## src/hsb_defines.vh

```
// Register indices, reset values and field positions of the homing bank
`ifndef HSB_DEFINES_VH
`define HSB_DEFINES_VH
// Register indices; byte address is four times the index
`define HSB_IX_FAULT     16'h603F
`define HSB_IX_CMD       16'h6040
`define HSB_IX_STATE     16'h6041
`define HSB_IX_MODE      16'h6060
`define HSB_IX_MODE_RB   16'h6061
`define HSB_IX_CPOS      16'h6062
`define HSB_IX_MPOS      16'h6063
`define HSB_IX_UPOS      16'h6064
`define HSB_IX_FERR_WIN  16'h6065
`define HSB_IX_ARR_WIN   16'h6067
`define HSB_IX_ARR_TIME  16'h6068
`define HSB_IX_CVEL      16'h606B
`define HSB_IX_VEL       16'h606C
`define HSB_IX_ORG_OFS   16'h607C
`define HSB_IX_LIM_HI    16'h607D
`define HSB_IX_HM_METH   16'h6098
`define HSB_IX_DEC_SPD   16'h6099
`define HSB_IX_ACCEL     16'h609A
`define HSB_IX_LIM_LO    16'h6100
`define HSB_IX_SW_SPD    16'h6101
`define HSB_IX_IRQ_STAT  16'h6110
`define HSB_IX_IRQ_EN    16'h6111
`define HSB_IX_IRQ_CLR   16'h6112
`define HSB_IX_RETAIN    16'h6113
// Reset values
`define HSB_RST_ARR_WIN  32'h00000032
`define HSB_RST_LIM_HI   32'h7FFFFFFF
`define HSB_RST_LIM_LO   32'h80000000
`define HSB_RST_DEC_SPD  32'h0000C350
`define HSB_RST_SW_SPD   32'h00002710
`define HSB_RST_ACCEL    32'h000003E8
// Operating mode value that selects homing
`define HSB_MODE_HOMING  8'h06
// Command word bits
`define HSB_CW_HOME      4
`define HSB_CW_HALT      8
// Interrupt status bits
`define HSB_EV_DONE      0
`define HSB_EV_FAIL      1
`define HSB_EV_LIMIT     2
`define HSB_EV_WARN      3
`define HSB_EV_W         4
// Byte address bits below the word index
`define HSB_ADR_LSB      2
// Status word bit positions
`define HSB_SW_CAN_EN0   0
`define HSB_SW_CAN_EN1   1
`define HSB_SW_ENABLED   2
`define HSB_SW_CAN_EN3   3
`define HSB_SW_QSTOP_N   4
`define HSB_SW_CAN_EN5   5
`define HSB_SW_CAN_EN6   6
`define HSB_SW_WARN      7
`define HSB_SW_SPARE8    8
`define HSB_SW_REMOTE    9
`define HSB_SW_REACH     10
`define HSB_SW_LIMIT     11
`define HSB_SW_HM_CMP    12
`define HSB_SW_HM_ERR    13
`define HSB_SW_SPARE14   14
`define HSB_SW_HOMED     15
`endif

```

## src/hsb_bank.v

```verilog
// Homing status word and object bank behind a Wishbone slave
`timescale 1ns/1ps
`include "hsb_defines.vh"
module hsb_bank #(
   parameter AW = 18
) (
   input  wire          core_clk,
   input  wire          sys_rst,
   // Wishbone slave
   input  wire          wb_cyc_i,
   input  wire          wb_stb_i,
   input  wire          wb_we_i,
   input  wire [AW-1:0] wb_adr_i,
   input  wire [3:0]    wb_sel_i,
   input  wire [31:0]   wb_dat_i,
   output reg  [31:0]   wb_dat_o,
   output reg           wb_ack_o,
   // Drive core state, same clock
   input  wire          servo_can_enable,
   input  wire          servo_enabled,
   input  wire          quick_stop_active,
   input  wire          warning_active,
   input  wire          remote_active,
   input  wire          target_reached,
   input  wire          velocity_zero,
   input  wire          homing_done,
   input  wire          homing_fail,
   input  wire          abs_encoder,
   input  wire          nv_homed,
   input  wire [15:0]   fault_code,
   input  wire [31:0]   cmd_pos,
   input  wire [31:0]   motor_pos,
   input  wire [31:0]   user_pos,
   input  wire [31:0]   cmd_vel,
   input  wire [31:0]   act_vel,
   // Configuration towards the drive core
   output wire          homing_run,
   output reg           nv_homed_store,
   output reg  [15:0]   command_word,
   output reg  [7:0]    operating_mode_select,
   output reg  [7:0]    homing_method_select,
   output reg  [31:0]   following_error_window,
   output reg  [31:0]   arrival_window,
   output reg  [15:0]   arrival_window_time,
   output reg  [31:0]   origin_offset,
   output reg  [31:0]   soft_limit_upper,
   output reg  [31:0]   soft_limit_lower,
   output reg  [31:0]   decel_point_search_speed,
   output reg  [31:0]   switch_search_speed,
   output reg  [31:0]   origin_search_accel,
   output wire [15:0]   drive_state_word,
   output wire          irq
);

   // Byte-lane merge of write data into a register
   function [31:0] merge;
      input [31:0] old;
      input [31:0] wd;
      input [3:0]  sel;
      integer      i;
      begin
         merge = old;
         for (i = 0; i < 4; i = i + 1) begin
            if (sel[i])
               merge[i*8 +: 8] = wd[i*8 +: 8];
         end
      end
   endfunction

   // Signed compare of two words: a at or above b
   function at_or_above;
      input [31:0] a;
      input [31:0] b;
      begin
         at_or_above = ($signed(a) >= $signed(b));
      end
   endfunction

   // Bus decode
   wire [15:0] idx;
   wire        acc;
   wire        wr;
   // Result flags, edge history and interrupt state
   reg         homing_cmp;
   reg         homing_err;
   reg         homed_flag;
   reg         homed_retain;
   reg         load_pending;
   reg         home_bit_q;
   reg         limit_q;
   reg         warn_q;
   reg  [3:0]  irq_stat;
   reg  [3:0]  irq_en;
   reg  [31:0] next_rdata;
   wire        limit_hit;
   wire        run_start;
   wire [3:0]  ev;
   wire [3:0]  clr_bits;
   // Qualified homing results and merged narrow words
   wire        done_seen;
   wire        fail_seen;
   wire [31:0] cmd_merged;
   wire [31:0] art_merged;
   reg  [7:0]  mode_shown;

   // Word index from the byte address; the two low bits pick a byte
   // in the word and are covered by the lane selects instead
   assign idx = wb_adr_i[AW-1:`HSB_ADR_LSB];
   assign acc = wb_cyc_i & wb_stb_i & ~wb_ack_o;
   assign wr  = acc & wb_we_i;

   // Position at or beyond either software limit; sitting exactly
   // on a limit counts as reached, so a move that stops there shows it
   assign limit_hit =
      at_or_above(user_pos, soft_limit_upper) |
      at_or_above(soft_limit_lower, user_pos);

   // Homing runs only in homing mode with the home bit held
   assign homing_run = command_word[`HSB_CW_HOME] &
      (operating_mode_select == `HSB_MODE_HOMING);
   assign run_start = homing_run & ~home_bit_q;

   // Readiness copies; the drive core decides when enabling is possible
   assign drive_state_word[`HSB_SW_CAN_EN0] = servo_can_enable;
   assign drive_state_word[`HSB_SW_CAN_EN1] = servo_can_enable;
   assign drive_state_word[`HSB_SW_CAN_EN3] = servo_can_enable;
   assign drive_state_word[`HSB_SW_CAN_EN5] = servo_can_enable;
   assign drive_state_word[`HSB_SW_CAN_EN6] = servo_can_enable;

   // Enable, quick stop (shown inverted) and warning levels
   assign drive_state_word[`HSB_SW_ENABLED] = servo_enabled;
   assign drive_state_word[`HSB_SW_QSTOP_N] = ~quick_stop_active;
   assign drive_state_word[`HSB_SW_WARN]    = warning_active;
   assign drive_state_word[`HSB_SW_SPARE8]  = 1'b0;

   // Remote and reach; halt turns reach into a zero-speed report
   assign drive_state_word[`HSB_SW_REMOTE]  = remote_active;
   assign drive_state_word[`HSB_SW_REACH]   = command_word[`HSB_CW_HALT] ?
      velocity_zero : target_reached;

   // Limit and homing results
   assign drive_state_word[`HSB_SW_LIMIT]   = limit_hit;
   assign drive_state_word[`HSB_SW_HM_CMP]  = homing_cmp;
   assign drive_state_word[`HSB_SW_HM_ERR]  = homing_err;
   assign drive_state_word[`HSB_SW_SPARE14] = 1'b0;
   assign drive_state_word[`HSB_SW_HOMED]   = homed_flag;

   // Results count only inside a run and not in its first cycle, so
   // a level left over from the last run cannot mark the new one
   assign done_seen = homing_done & homing_run & ~run_start;
   assign fail_seen = homing_fail & homing_run & ~run_start;

   // Interrupt events and the write-only clear
   assign ev[`HSB_EV_DONE]  = done_seen;
   assign ev[`HSB_EV_FAIL]  = fail_seen;
   assign ev[`HSB_EV_LIMIT] = limit_hit & ~limit_q;
   assign ev[`HSB_EV_WARN]  = warning_active & ~warn_q;
   assign clr_bits = (wr && idx == `HSB_IX_IRQ_CLR) ?
      wb_dat_i[`HSB_EV_W-1:0] : 4'h0;
   assign irq = |(irq_stat & irq_en);

   // 16-bit objects merged as full words; the upper lanes are dropped
   assign cmd_merged =
      merge({16'h0000, command_word}, wb_dat_i, wb_sel_i);
   assign art_merged =
      merge({16'h0000, arrival_window_time}, wb_dat_i, wb_sel_i);

   // Edge history for the event detectors; a level already high at
   // reset release counts as a new event
   always @(posedge core_clk) begin
      if (sys_rst) begin
         home_bit_q <= 1'b0;
         limit_q    <= 1'b0;
         warn_q     <= 1'b0;
      end else begin
         home_bit_q <= homing_run;
         limit_q    <= limit_hit;
         warn_q     <= warning_active;
      end
   end

   // Sticky interrupt status; a new event beats a clear, so an event
   // in the cycle of the clear is never lost
   always @(posedge core_clk) begin
      if (sys_rst)
         irq_stat <= 4'h0;
      else
         irq_stat <= (irq_stat & ~clr_bits) | ev;
   end

   // Homing result flags; the start of a run wins, so an old result
   // is never reported against the new run
   always @(posedge core_clk) begin
      if (sys_rst) begin
         homing_cmp <= 1'b0;
         homing_err <= 1'b0;
      end else if (run_start) begin
         homing_cmp <= 1'b0;
         homing_err <= 1'b0;
      end else begin
         if (done_seen)
            homing_cmp <= 1'b1;
         if (fail_seen)
            homing_err <= 1'b1;
      end
   end

   // Homed-once flag; restored from storage just after reset since a
   // sync reset may only load a constant. Storage is only written
   // with retention set, and retention itself resets, so the restore
   // must not wait for it or the flag could never survive a reset
   always @(posedge core_clk) begin
      if (sys_rst) begin
         homed_flag   <= 1'b0;
         load_pending <= 1'b1;
      end else begin
         load_pending <= 1'b0;
         if (load_pending)
            homed_flag <= nv_homed & abs_encoder;
         else if (done_seen)
            homed_flag <= 1'b1;
      end
   end

   // Level asking the keeper of nonvolatile state to save the flag;
   // it drops in reset, and the keeper holds what it last stored
   always @(posedge core_clk) begin
      if (sys_rst)
         nv_homed_store <= 1'b0;
      else
         nv_homed_store <= homed_flag & homed_retain & abs_encoder;
   end

   // Mode display follows the selected mode one edge later, so it
   // shows the mode in effect rather than a write in flight
   always @(posedge core_clk) begin
      if (sys_rst)
         mode_shown <= 8'h00;
      else
         mode_shown <= operating_mode_select;
   end

   // Writable objects; the 8-bit objects take lane 0 only, and
   // writes to read-only or unmapped words are dropped silently
   always @(posedge core_clk) begin
      if (sys_rst) begin
         command_word             <= 16'h0000;
         operating_mode_select    <= 8'h00;
         homing_method_select     <= 8'h00;
         following_error_window   <= 32'h00000000;
         arrival_window           <= `HSB_RST_ARR_WIN;
         arrival_window_time      <= 16'h0000;
         origin_offset            <= 32'h00000000;
         soft_limit_upper         <= `HSB_RST_LIM_HI;
         soft_limit_lower         <= `HSB_RST_LIM_LO;
         decel_point_search_speed <= `HSB_RST_DEC_SPD;
         switch_search_speed      <= `HSB_RST_SW_SPD;
         origin_search_accel      <= `HSB_RST_ACCEL;
         irq_en                   <= 4'h0;
         homed_retain             <= 1'b0;
      end else if (wr) begin
         case (idx)
            `HSB_IX_CMD:
               command_word <= cmd_merged[15:0];
            `HSB_IX_MODE:
               if (wb_sel_i[0])
                  operating_mode_select <= wb_dat_i[7:0];
            `HSB_IX_HM_METH:
               if (wb_sel_i[0])
                  homing_method_select <= wb_dat_i[7:0];
            `HSB_IX_FERR_WIN:
               following_error_window <=
                  merge(following_error_window, wb_dat_i, wb_sel_i);
            `HSB_IX_ARR_WIN:
               arrival_window <=
                  merge(arrival_window, wb_dat_i, wb_sel_i);
            `HSB_IX_ARR_TIME:
               arrival_window_time <= art_merged[15:0];
            `HSB_IX_ORG_OFS:
               origin_offset <=
                  merge(origin_offset, wb_dat_i, wb_sel_i);
            `HSB_IX_LIM_HI:
               soft_limit_upper <=
                  merge(soft_limit_upper, wb_dat_i, wb_sel_i);
            `HSB_IX_LIM_LO:
               soft_limit_lower <=
                  merge(soft_limit_lower, wb_dat_i, wb_sel_i);
            `HSB_IX_DEC_SPD:
               decel_point_search_speed <= merge(
                  decel_point_search_speed, wb_dat_i, wb_sel_i);
            `HSB_IX_SW_SPD:
               switch_search_speed <=
                  merge(switch_search_speed, wb_dat_i, wb_sel_i);
            `HSB_IX_ACCEL:
               origin_search_accel <=
                  merge(origin_search_accel, wb_dat_i, wb_sel_i);
            `HSB_IX_IRQ_EN:
               if (wb_sel_i[0])
                  irq_en <= wb_dat_i[`HSB_EV_W-1:0];
            `HSB_IX_RETAIN:
               if (wb_sel_i[0])
                  homed_retain <= wb_dat_i[0];
            default: ;
         endcase
      end
   end

   // Read mux; unmapped and write-only words read zero, so software
   // can probe the map without side effects
   always @* begin
      next_rdata = 32'h00000000;
      case (idx)
         `HSB_IX_FAULT:     next_rdata[15:0] = fault_code;
         `HSB_IX_CMD:       next_rdata[15:0] = command_word;
         `HSB_IX_STATE:     next_rdata[15:0] = drive_state_word;
         `HSB_IX_MODE:      next_rdata[7:0]  = operating_mode_select;
         `HSB_IX_MODE_RB:   next_rdata[7:0]  = mode_shown;
         `HSB_IX_CPOS:      next_rdata = cmd_pos;
         `HSB_IX_MPOS:      next_rdata = motor_pos;
         `HSB_IX_UPOS:      next_rdata = user_pos;
         `HSB_IX_FERR_WIN:  next_rdata = following_error_window;
         `HSB_IX_ARR_WIN:   next_rdata = arrival_window;
         `HSB_IX_ARR_TIME:  next_rdata[15:0] = arrival_window_time;
         `HSB_IX_CVEL:      next_rdata = cmd_vel;
         `HSB_IX_VEL:       next_rdata = act_vel;
         `HSB_IX_ORG_OFS:   next_rdata = origin_offset;
         `HSB_IX_LIM_HI:    next_rdata = soft_limit_upper;
         `HSB_IX_LIM_LO:    next_rdata = soft_limit_lower;
         `HSB_IX_HM_METH:   next_rdata[7:0] = homing_method_select;
         `HSB_IX_DEC_SPD:   next_rdata = decel_point_search_speed;
         `HSB_IX_SW_SPD:    next_rdata = switch_search_speed;
         `HSB_IX_ACCEL:     next_rdata = origin_search_accel;
         `HSB_IX_IRQ_STAT:  next_rdata[3:0] = irq_stat;
         `HSB_IX_IRQ_EN:    next_rdata[3:0] = irq_en;
         `HSB_IX_RETAIN:    next_rdata[0] = homed_retain;
         default:           next_rdata = 32'h00000000;
      endcase
   end

   // One-cycle acknowledge; every address is answered. Ack low in
   // the taking term keeps a held request from being taken twice,
   // at the cost of one idle cycle between transfers
   always @(posedge core_clk) begin
      if (sys_rst) begin
         wb_ack_o <= 1'b0;
         wb_dat_o <= 32'h00000000;
      end else begin
         wb_ack_o <= acc;
         if (acc & ~wb_we_i)
            wb_dat_o <= next_rdata;
      end
   end

endmodule // hsb_bank

```

## config.mk

```make
export PLATFORM = sky130hd
export DESIGN_NAME = hsb_bank
export DESIGN_NICKNAME = d
export VERILOG_FILES = /design/src/hsb_bank.v
export VERILOG_INCLUDE_DIRS = /design/src /design/src/src
export SDC_FILE = /design/constraint.sdc
export NUM_CORES = 1
export LEC_CHECK = 0
export BUFFER_PORTS_ARGS = -buffer_cell sky130_fd_sc_hd__buf_2
export CELL_PAD_IN_SITES_DETAIL_PLACEMENT = 0
export CELL_PAD_IN_SITES_GLOBAL_PLACEMENT = 2
export CORE_MARGIN = 1
export CORE_UTILIZATION = 30
export CTS_BUF_LIST = sky130_fd_sc_hd__clkbuf_4
export CTS_CLUSTER_SIZE = 25
export DETAILED_ROUTE_END_ITERATION = 8
export GPL_TIMING_DRIVEN = 0
export MAX_ROUTING_LAYER = met4
export PLACE_DENSITY_LB_ADDON = 0.1
export RECOVER_POWER = 50
export SKIP_CTS_REPAIR_TIMING = 1
export SYNTH_ARGS = -nofsm -noshare
export SYNTH_HDL_FRONTEND = slang
export SYNTH_SLANG_ARGS = --single-unit
```

## constraint.sdc

```tcl
create_clock -name core_clk -period 3.43 [get_ports core_clk]
set_input_delay 0.1715 -clock core_clk [delete_from_list [all_inputs] [get_ports core_clk]]
set_output_delay 0.1715 -clock core_clk [all_outputs]
set_load 0.005 [all_outputs]
```

==> results of run 1 <==
## cells by family (layout without fill, tap and decap cells)
group / count (synthesis) / count (layout) / share of synthesized area, %
multiplexers: 118 / 118 / 6.48
adder cells (fa/ha/maj): 64 / 64 / 4.32
flip-flops: 362 / 362 / 39.1
AO/OA/AOI/OAI: 545 / 545 / 20.6
buffers and inverters: 243 / 1147 / 6.16
AND/OR/NAND/NOR: 913 / 913 / 23.3
other: 1 / 8 / 0.0202
## worst max-delay path: cells and delay by family (launching register included)
kind	cells	cell delay [ns]
and+or+nand+nor	1	0.49
DFF	1	0.36
buffers and inverters	2	2.06
AOI/OAI and AO/OA	2	0.51
## sequential cells by signal, indices dropped and copies added (netlist names), 4 cells and up
register and count:
operating_mode_select 8, command_word 16, homing_method_select 8, soft_limit_lower 32, origin_offset 32, origin_search_accel 32, irq_en 4, following_error_window 32
switch_search_speed 32, irq_stat 4, wb_dat_o 32, soft_limit_upper 32, mode_shown 8, arrival_window 32, arrival_window_time 16, decel_point_search_speed 32
## per-stage QoR
stage	setup TNS (ns)	total power, mW	utilization (%)	setup WS (ns)	std cells
global placement	-9.38	5.12	36.9	-0.549	3599
CTS	-0.439	9.31	39.1	-0.439	3786
finish	-0.0876	9.42	41.5	-0.0538	3939
floorplan	0	4.64	-	1.23	2247
detailed placement	-7.42	5.12	36.9	-0.252	3600
global route	-0.137	9.69	41.5	-0.0563	3938
## area by class of cell
type | count | area share, %
antenna | 6 | 0.0597
clock buffer | 156 | 4.65
inverter | 80 | 1.19
buffer | 163 | 3.37
timing repair buffer | 718 | 16.3
tap | 782 | 3.89
sequential | 362 | 28.9
multi-input combinational | 1642 | 41.1
clock inverter | 30 | 0.601
## where the power goes
group	switching, mW	internal [mW]
combinational	0.608	0.319
clock	2.12	2.14
sequential	0.0135	4.22
total	2.74	6.68
## cells in the mapped netlist, drive strengths merged, types with 27 or more instances
master,count
a211oi,27
a21oi,224
a222oi,42
a22oi,93
buf,83
clkbuf,80
dfxtp,362
ha,64
inv,80
mux2i,102
nand2,527
nand3,46
nand4,34
nor2,165
nor3,37
o211ai,35
## worst max-delay path by stage
stage                    startpoint                   end  slack, ns
2_1_floorplan  soft_limit_lower[25]          wb_dat_o[11]       1.23
3_3_place_gp           wb_adr_i[11]           wb_dat_o[5]      -0.55
3_5_place_dp           wb_adr_i[11]          wb_dat_o[11]      -0.25
4_1_cts         soft_limit_lower[5]  drive_state_word[11]      -0.44
5_1_grt        soft_limit_lower[17]  drive_state_word[11]      -0.06
6_report                   wb_ack_o          wb_dat_o[11]      -0.05
## layout by cell type (no fill, tap or decap), drive strengths merged, types with 34 or more instances in the layout
| cell | n |
|---|---|
| a21oi | 224 |
| nand3 | 46 |
| dfxtp | 362 |
| nor3 | 37 |
| nand2 | 527 |
| clkbuf | 421 |
| buf | 476 |
| mux2i | 102 |
| ha | 64 |
| a222oi | 42 |
| dlygate4sd3 | 140 |
| inv | 81 |
| a22oi | 93 |
| o211ai | 35 |
| nand4 | 34 |
| nor2 | 165 |
## per-layer routing
layer / wire length (um) / up-vias / share of wire, %
met2: 56600 / 1455 / 45
met1: 53100 / 11100 / 42
li1: - / 9764 / -
met3: 11000 / 306 / 8.7
met4: 6460 / 0 / 5.1
met5: 0 / - / 0
==> impl_results.md, run 1 <==
* Pre-Repair DR Iteration Count at 7
* Longest individual stage delay on the worst path at 1.12 ns
* Share of synthesized flip-flops with an asynchronous set or reset at 0%
* Terminus of the critical flop-to-flop path: wb_dat_o[11]
* DRC violation total after the first TritonRoute iteration at 2937
* Min Clock Period, post-route at 3.48 ns
* Antenna Nets Post-Route at 0
* MaxCap Viol Count at 1
* Category of the worst setup path launch point: flip-flop
* Post-synthesis register bit count at 362
* Fraction of met3 tracks used by global routing at 6.89%
* Setup skew after layout at 0.0739 ns
* Clock sinks at 362
* Vias in the first global route at 20500
* Post-route DRC violation count at 0
* Vias at 22600
* Commonest register cell after synthesis: dfxtp_1
* Met1 GRT Util at 50.9%
* Post-synth EDFFs at 0
* Cells traversed along the worst timing path: nor3_1, clkbuf_1, clkbuf_1, o22ai_1, a21oi_1
* Overflow left after global routing at 0
* Count of cells along the worst register-to-register path at 5
* Vias/cell at 5.75
* Worst-case setup margin in the final layout at -0.0538 ns
* Run status: complete, but fails checks
* Per-cell routed wire length at 32.3 um
* Die Footprint at 62800 um2
* Reg-to-reg startpoint: wb_ack_o
* Master cell of the clock root buffer: clkbuf_4
* Number of synthesis warnings at 0
* Worst-margin pin slew at 1.49 ns
* Initial cell density of the core at 30.5%
* Fraction of the yosys area taken by sequential cells at 39.1%
* Post-detailed-routing wire length at 127000 um
* Placed wire-length estimate after detailed placement at 95700 um
* Pin count of the biggest net entering global routing at 15
* Netlist cell types at 92
* Placeable core region at 60700 um2
* Clock-pin transition on the worst setup and hold timing paths at 0.06 ns
* Initial antenna violation count at 5
* Maximum vdd drop at 202 uV
* Synth Cell Area at 18500 um2
* Slowest cell on the critical path: clkbuf_1
* Worst max-slew margin expressed relative to the limit at -0.342%
* Data arrival at the endpoint of the critical path at 4.27 ns
* Instance area at placement at 22400 um2
* Area Overhead vs Synth at 35.8%
* Top Usage Layer GRT: met2
* Kind of critical path: flip-flop to flip-flop
* Count of endpoints failing setup in the final report at 2
* Fraction of met2 tracks used by global routing at 60.7%
* Fin crit share at 102%
* Total count of hold-check failures in the final report at 1
* Hold depth at 6
* Avg Cell Area, Syn at 8.25 um2
* Gate count of the mapped netlist at 2246
* Buffer levels on the longest clock path at 3
* Max Transition Viols Final at 1
* Failing checks: hold timing, capacitance limit, slew limit, setup timing
* Number of nets in the final layout at 3382
* Hold worst-path end: wb_dat_o[17]
* Cell Rows at 90
* Depth of the CTS H-tree at 3
* Area used by sequential logic in the layout at 7270 um2
* Reported leakage power at 10.2 nW
* Total track usage at 39.6%
* Largest area contributor in the netlist: dfxtp_1
* Routability Congestion at 0.966
* Area share of the largest cell type after synthesis at 39.1%
* Clock insertion delay at the later pin of the skew report at 0.92 ns
* Main area contributors after synthesis: dfxtp_1 39%, nand2_1 11%, a21oi_1 6.0%, mux2i_1 5.5%, ha_1 4.3%
* Setup slack, reg-to-reg at -0.05 ns
* Share of final-layout standard cells stronger than drive strength 1 at 24.5%
* DIE WIDTH at 251 um
* Io pins at 602
* Layout filler cell count at 6486
* Layout Cell Area excl Fill at 25200 um2
* Buffers added on ports at 570
* TritonCTS clock tree: done
* Global-route wire length before repair at 167000 um
* Number of clock buffers inserted by TritonCTS at 105
* Height of the die at 251 um
* Critical path endpoint category: flip-flop
* Tightest Hold Check Type: primary input to flip-flop
* Total area of multi-input combinational cells at 10300 um2
* Cell area power density at 374 nW/um2
* Maximum fanout count along the critical path at 10
* Max frequency at 287 MHz
* Critical path data required time at 4.22 ns
* Smallest hold slack at -0.0164 ns
* Startpoint of the worst hold path: act_vel[17]
* Cell repeated most along the worst path: clkbuf_1
(Power assumes the default switching activity.)
==> inputs of run 2 (changes only) <==
--- a/config.mk
+++ b/config.mk
@@ -9,12 +9,14 @@
 export BUFFER_PORTS_ARGS = -buffer_cell sky130_fd_sc_hd__buf_2
 export CELL_PAD_IN_SITES_DETAIL_PLACEMENT = 0
 export CELL_PAD_IN_SITES_GLOBAL_PLACEMENT = 2
+export CORE_ASPECT_RATIO = 2
 export CORE_MARGIN = 1
 export CORE_UTILIZATION = 30
 export CTS_BUF_LIST = sky130_fd_sc_hd__clkbuf_4
 export CTS_CLUSTER_SIZE = 25
 export DETAILED_ROUTE_END_ITERATION = 8
 export GPL_TIMING_DRIVEN = 0
+export HOLD_SLACK_MARGIN = 0.15
 export MAX_ROUTING_LAYER = met4
 export PLACE_DENSITY_LB_ADDON = 0.1
 export RECOVER_POWER = 50
==> constraint.sdc (replaced) <==
create_clock -name core_clk -period 3.43 [get_ports core_clk]
set_input_delay 0.1715 -clock core_clk [delete_from_list [all_inputs] [get_ports core_clk]]
set_output_delay 0.1715 -clock core_clk [all_outputs]
set_load 0.05 [all_outputs]
==> run 2 against run 1 <==
Against the previous run:
- worst hold slack improved by 0.14 ns
- utilization is 0.17 points higher
- critical endpoint is now wb_dat_o[5]
- largest cell class unchanged
- clock power decreased by 8.0%
- the flow finishes with violations (setup timing)
==> impl_results.md, run 2 (same netlist as run 1, synthesis figures left out) <==
* Run status: complete, but fails checks
* Failing checks: setup timing
* Io pins at 602 (unchanged)
* Unrepaired setup endpoints after global routing: yes
* Smallest hold slack at 0.127 ns (+0.143 ns)
* Height of the die at 354 um (+41%)
* Initial cell density of the core at 30.4% (-0.16 points)
* Tightest Hold Check Type: primary input to flip-flop
* Critical path endpoint category: flip-flop
* Placeable core region at 61000 um2 (+0.53%)
* Number of nets in the final layout at 3425 (+1.3%)
* DRC violation total after the first TritonRoute iteration at 2222 (-24%)
* Master cell of the clock root buffer: clkbuf_4
* Worst-margin pin slew at 1.48 ns (-0.0165 ns)
* Min Clock Period, post-route at 3.57 ns (+0.0906 ns)
* Per-cell routed wire length at 34.8 um (+7.7%)
* Cell area power density at 363 nW/um2 (-3.1%)
* Clock sinks at 362 (unchanged)
* Hold depth at 6 (unchanged)
* Total count of hold-check failures in the final report at 0 (-1)
* DIE WIDTH at 178 um (-29%)
* Share of final-layout standard cells stronger than drive strength 1 at 18.7% (-5.8 points)
* Routability Congestion at 1.01 (+4.8%)
* Buffers added on ports at 570 (unchanged)
* Setup skew after layout at 0.0573 ns (-0.0166 ns)
* Overflow left after global routing at 0 (unchanged)
* Most frequent standard cell in the layout excluding fill and tap cells: nand2_1
* Vias/cell at 5.81 (+1.1%)
* Commonest cells after routing, fill and taps aside: 526 x nand2_1, 424 x clkbuf_1, 344 x dfxtp_1
* Max frequency at 280 MHz (-2.5%)
* Data arrival at the endpoint of the critical path at 4.42 ns (+0.15 ns)
* Post-detailed-routing wire length at 138000 um (+8.6%)
* Pin count of the biggest net entering global routing at 15 (unchanged)
* Area Overhead vs Synth at 37.0%
* Kind of critical path: primary input to flip-flop
* Die Footprint at 62900 um2 (about the same)
* Critical path data required time at 4.27 ns (+0.05 ns)
* Depth of the CTS H-tree at 3 (unchanged)
* Antenna Nets Post-Route at 0 (unchanged)
* Maximum vdd drop at 238 uV (+18%)
* Pre-Repair DR Iteration Count at 6 (-1)
* Layout filler cell count at 6608 (+1.9%)
* Vias at 23100 (+1.9%)
* Global-route wire length before repair at 179000 um (+7.0%)
* Number of clock buffers inserted by TritonCTS at 93 (-11%)
* Total track usage at 43.7% (+4.1 points)
* Post-route DRC violation count at 0 (unchanged)
* Setup slack, reg-to-reg at -0.02 ns (+0.03 ns)
* Category of the worst setup path launch point: primary input
* Placed wire-length estimate after detailed placement at 108000 um (+13%)
* Count of cells along the worst register-to-register path at 6 (+1)
* Maximum fanout count along the critical path at 10 (unchanged)
* Instance area at placement at 22400 um2 (about the same)
* Layout Cell Area excl Fill at 25400 um2 (+0.93%)
* Worst max-slew margin expressed relative to the limit at 1.53% (+1.9 points)
* MaxCap Viol Count at 0 (-1)
* Buffer levels on the longest clock path at 3 (unchanged)
* Count of endpoints failing setup in the final report at 11 (+9)
* TritonCTS clock tree: done
* Worst-case setup margin in the final layout at -0.144 ns (-0.0906 ns)
* Initial antenna violation count at 8 (+3)
* Reported leakage power at 9.63 nW (-5.3%)
* Clock insertion delay at the later pin of the skew report at 0.91 ns (about the same)
* Cell Rows at 128 (+42%)
* Overall Power at 9.21 mW (-2.2%)
* Max Transition Viols Final at 0 (-1)
* Share of the core filled with cells in the final layout at 41.6% (+0.17 points)
* Fin crit share at 104% (+2.6 points)
* Vias in the first global route at 21600 (+4.9%)
* Clock-pin transition on the worst setup and hold timing paths at 0.08 ns (+0.02 ns)
[run 2: cell count changes in the layout (fill, tap and decap cells not counted), moves of 3 or more]
cell,before,now
clkbuf_1,255,424
clkinv_1,25,12
diode_2,6,13
buf_4,35,45
buf_2,432,264
clkbuf_4,162,139
dfxtp_2,13,10
dfxtp_4,3,8
dlygate4sd3_1,140,191
ha_4,4,7
[run 2: routing by layer]
layer	wire length [um]	up-vias	global-route usage (%)
li1	-	9845	-
met1	46200	11200	42.3
met2	65700	1612	71.0
met3	11200	464	10.4
met4	15100	0	40.7
met5	0	-	-
[run 2: cell type report]
cell class | instances | area, um2 | area share [%]
multi-input combinational | 1642 | 10400 | 40.9
sequential | 362 | 7290 | 28.7
timing repair buffer | 774 | 4450 | 17.5
clock buffer | 139 | 1040 | 4.11
tap | 780 | 976 | 3.84
buffer | 162 | 835 | 3.28
inverter | 80 | 300 | 1.18
clock inverter | 19 | 95.1 | 0.374
antenna | 13 | 32.5 | 0.128
[run 2: power by group]
part           switching (mW)  internal, mW  total (mW)
clock                    2.08          1.85        3.92
combinational           0.716         0.345        1.06
sequential             0.0173          4.21        4.23
total                    2.81          6.40        9.21
[run 2: final timing paths]
path / startpoint / endpoint
max reg2reg: wb_ack_o / origin_offset[5]
min: user_pos[30] / wb_dat_o[11]
max: wb_adr_i[2] / wb_dat_o[5]
min reg2reg: decel_point_search_speed[25] / decel_point_search_speed[25]
[run 2: metrics by stage]
stage / instances / setup slack [ns] / setup TNS, ns
global route: 3968 / -0.0772 / -0.0772
detailed placement: 3599 / -0.342 / -3.10
floorplan: 2247 / 0.813 / 0
global placement: 3597 / -0.840 / -17.82
finish: 3971 / -0.144 / -0.604
CTS: 3757 / -0.909 / -0.909
[run 2: worst max-delay path, cell delays in order]
cell	delay, ns
dlygate4sd3_1	0.54
buf_2	0.19
or2_1	0.24
buf_4	0.19
buf_2	0.25
nor2_2	1.08
a22oi_1	0.31
and3_1	0.45
nand4_1	0.23
o221a_1	0.20
dlygate4sd3_1	0.55
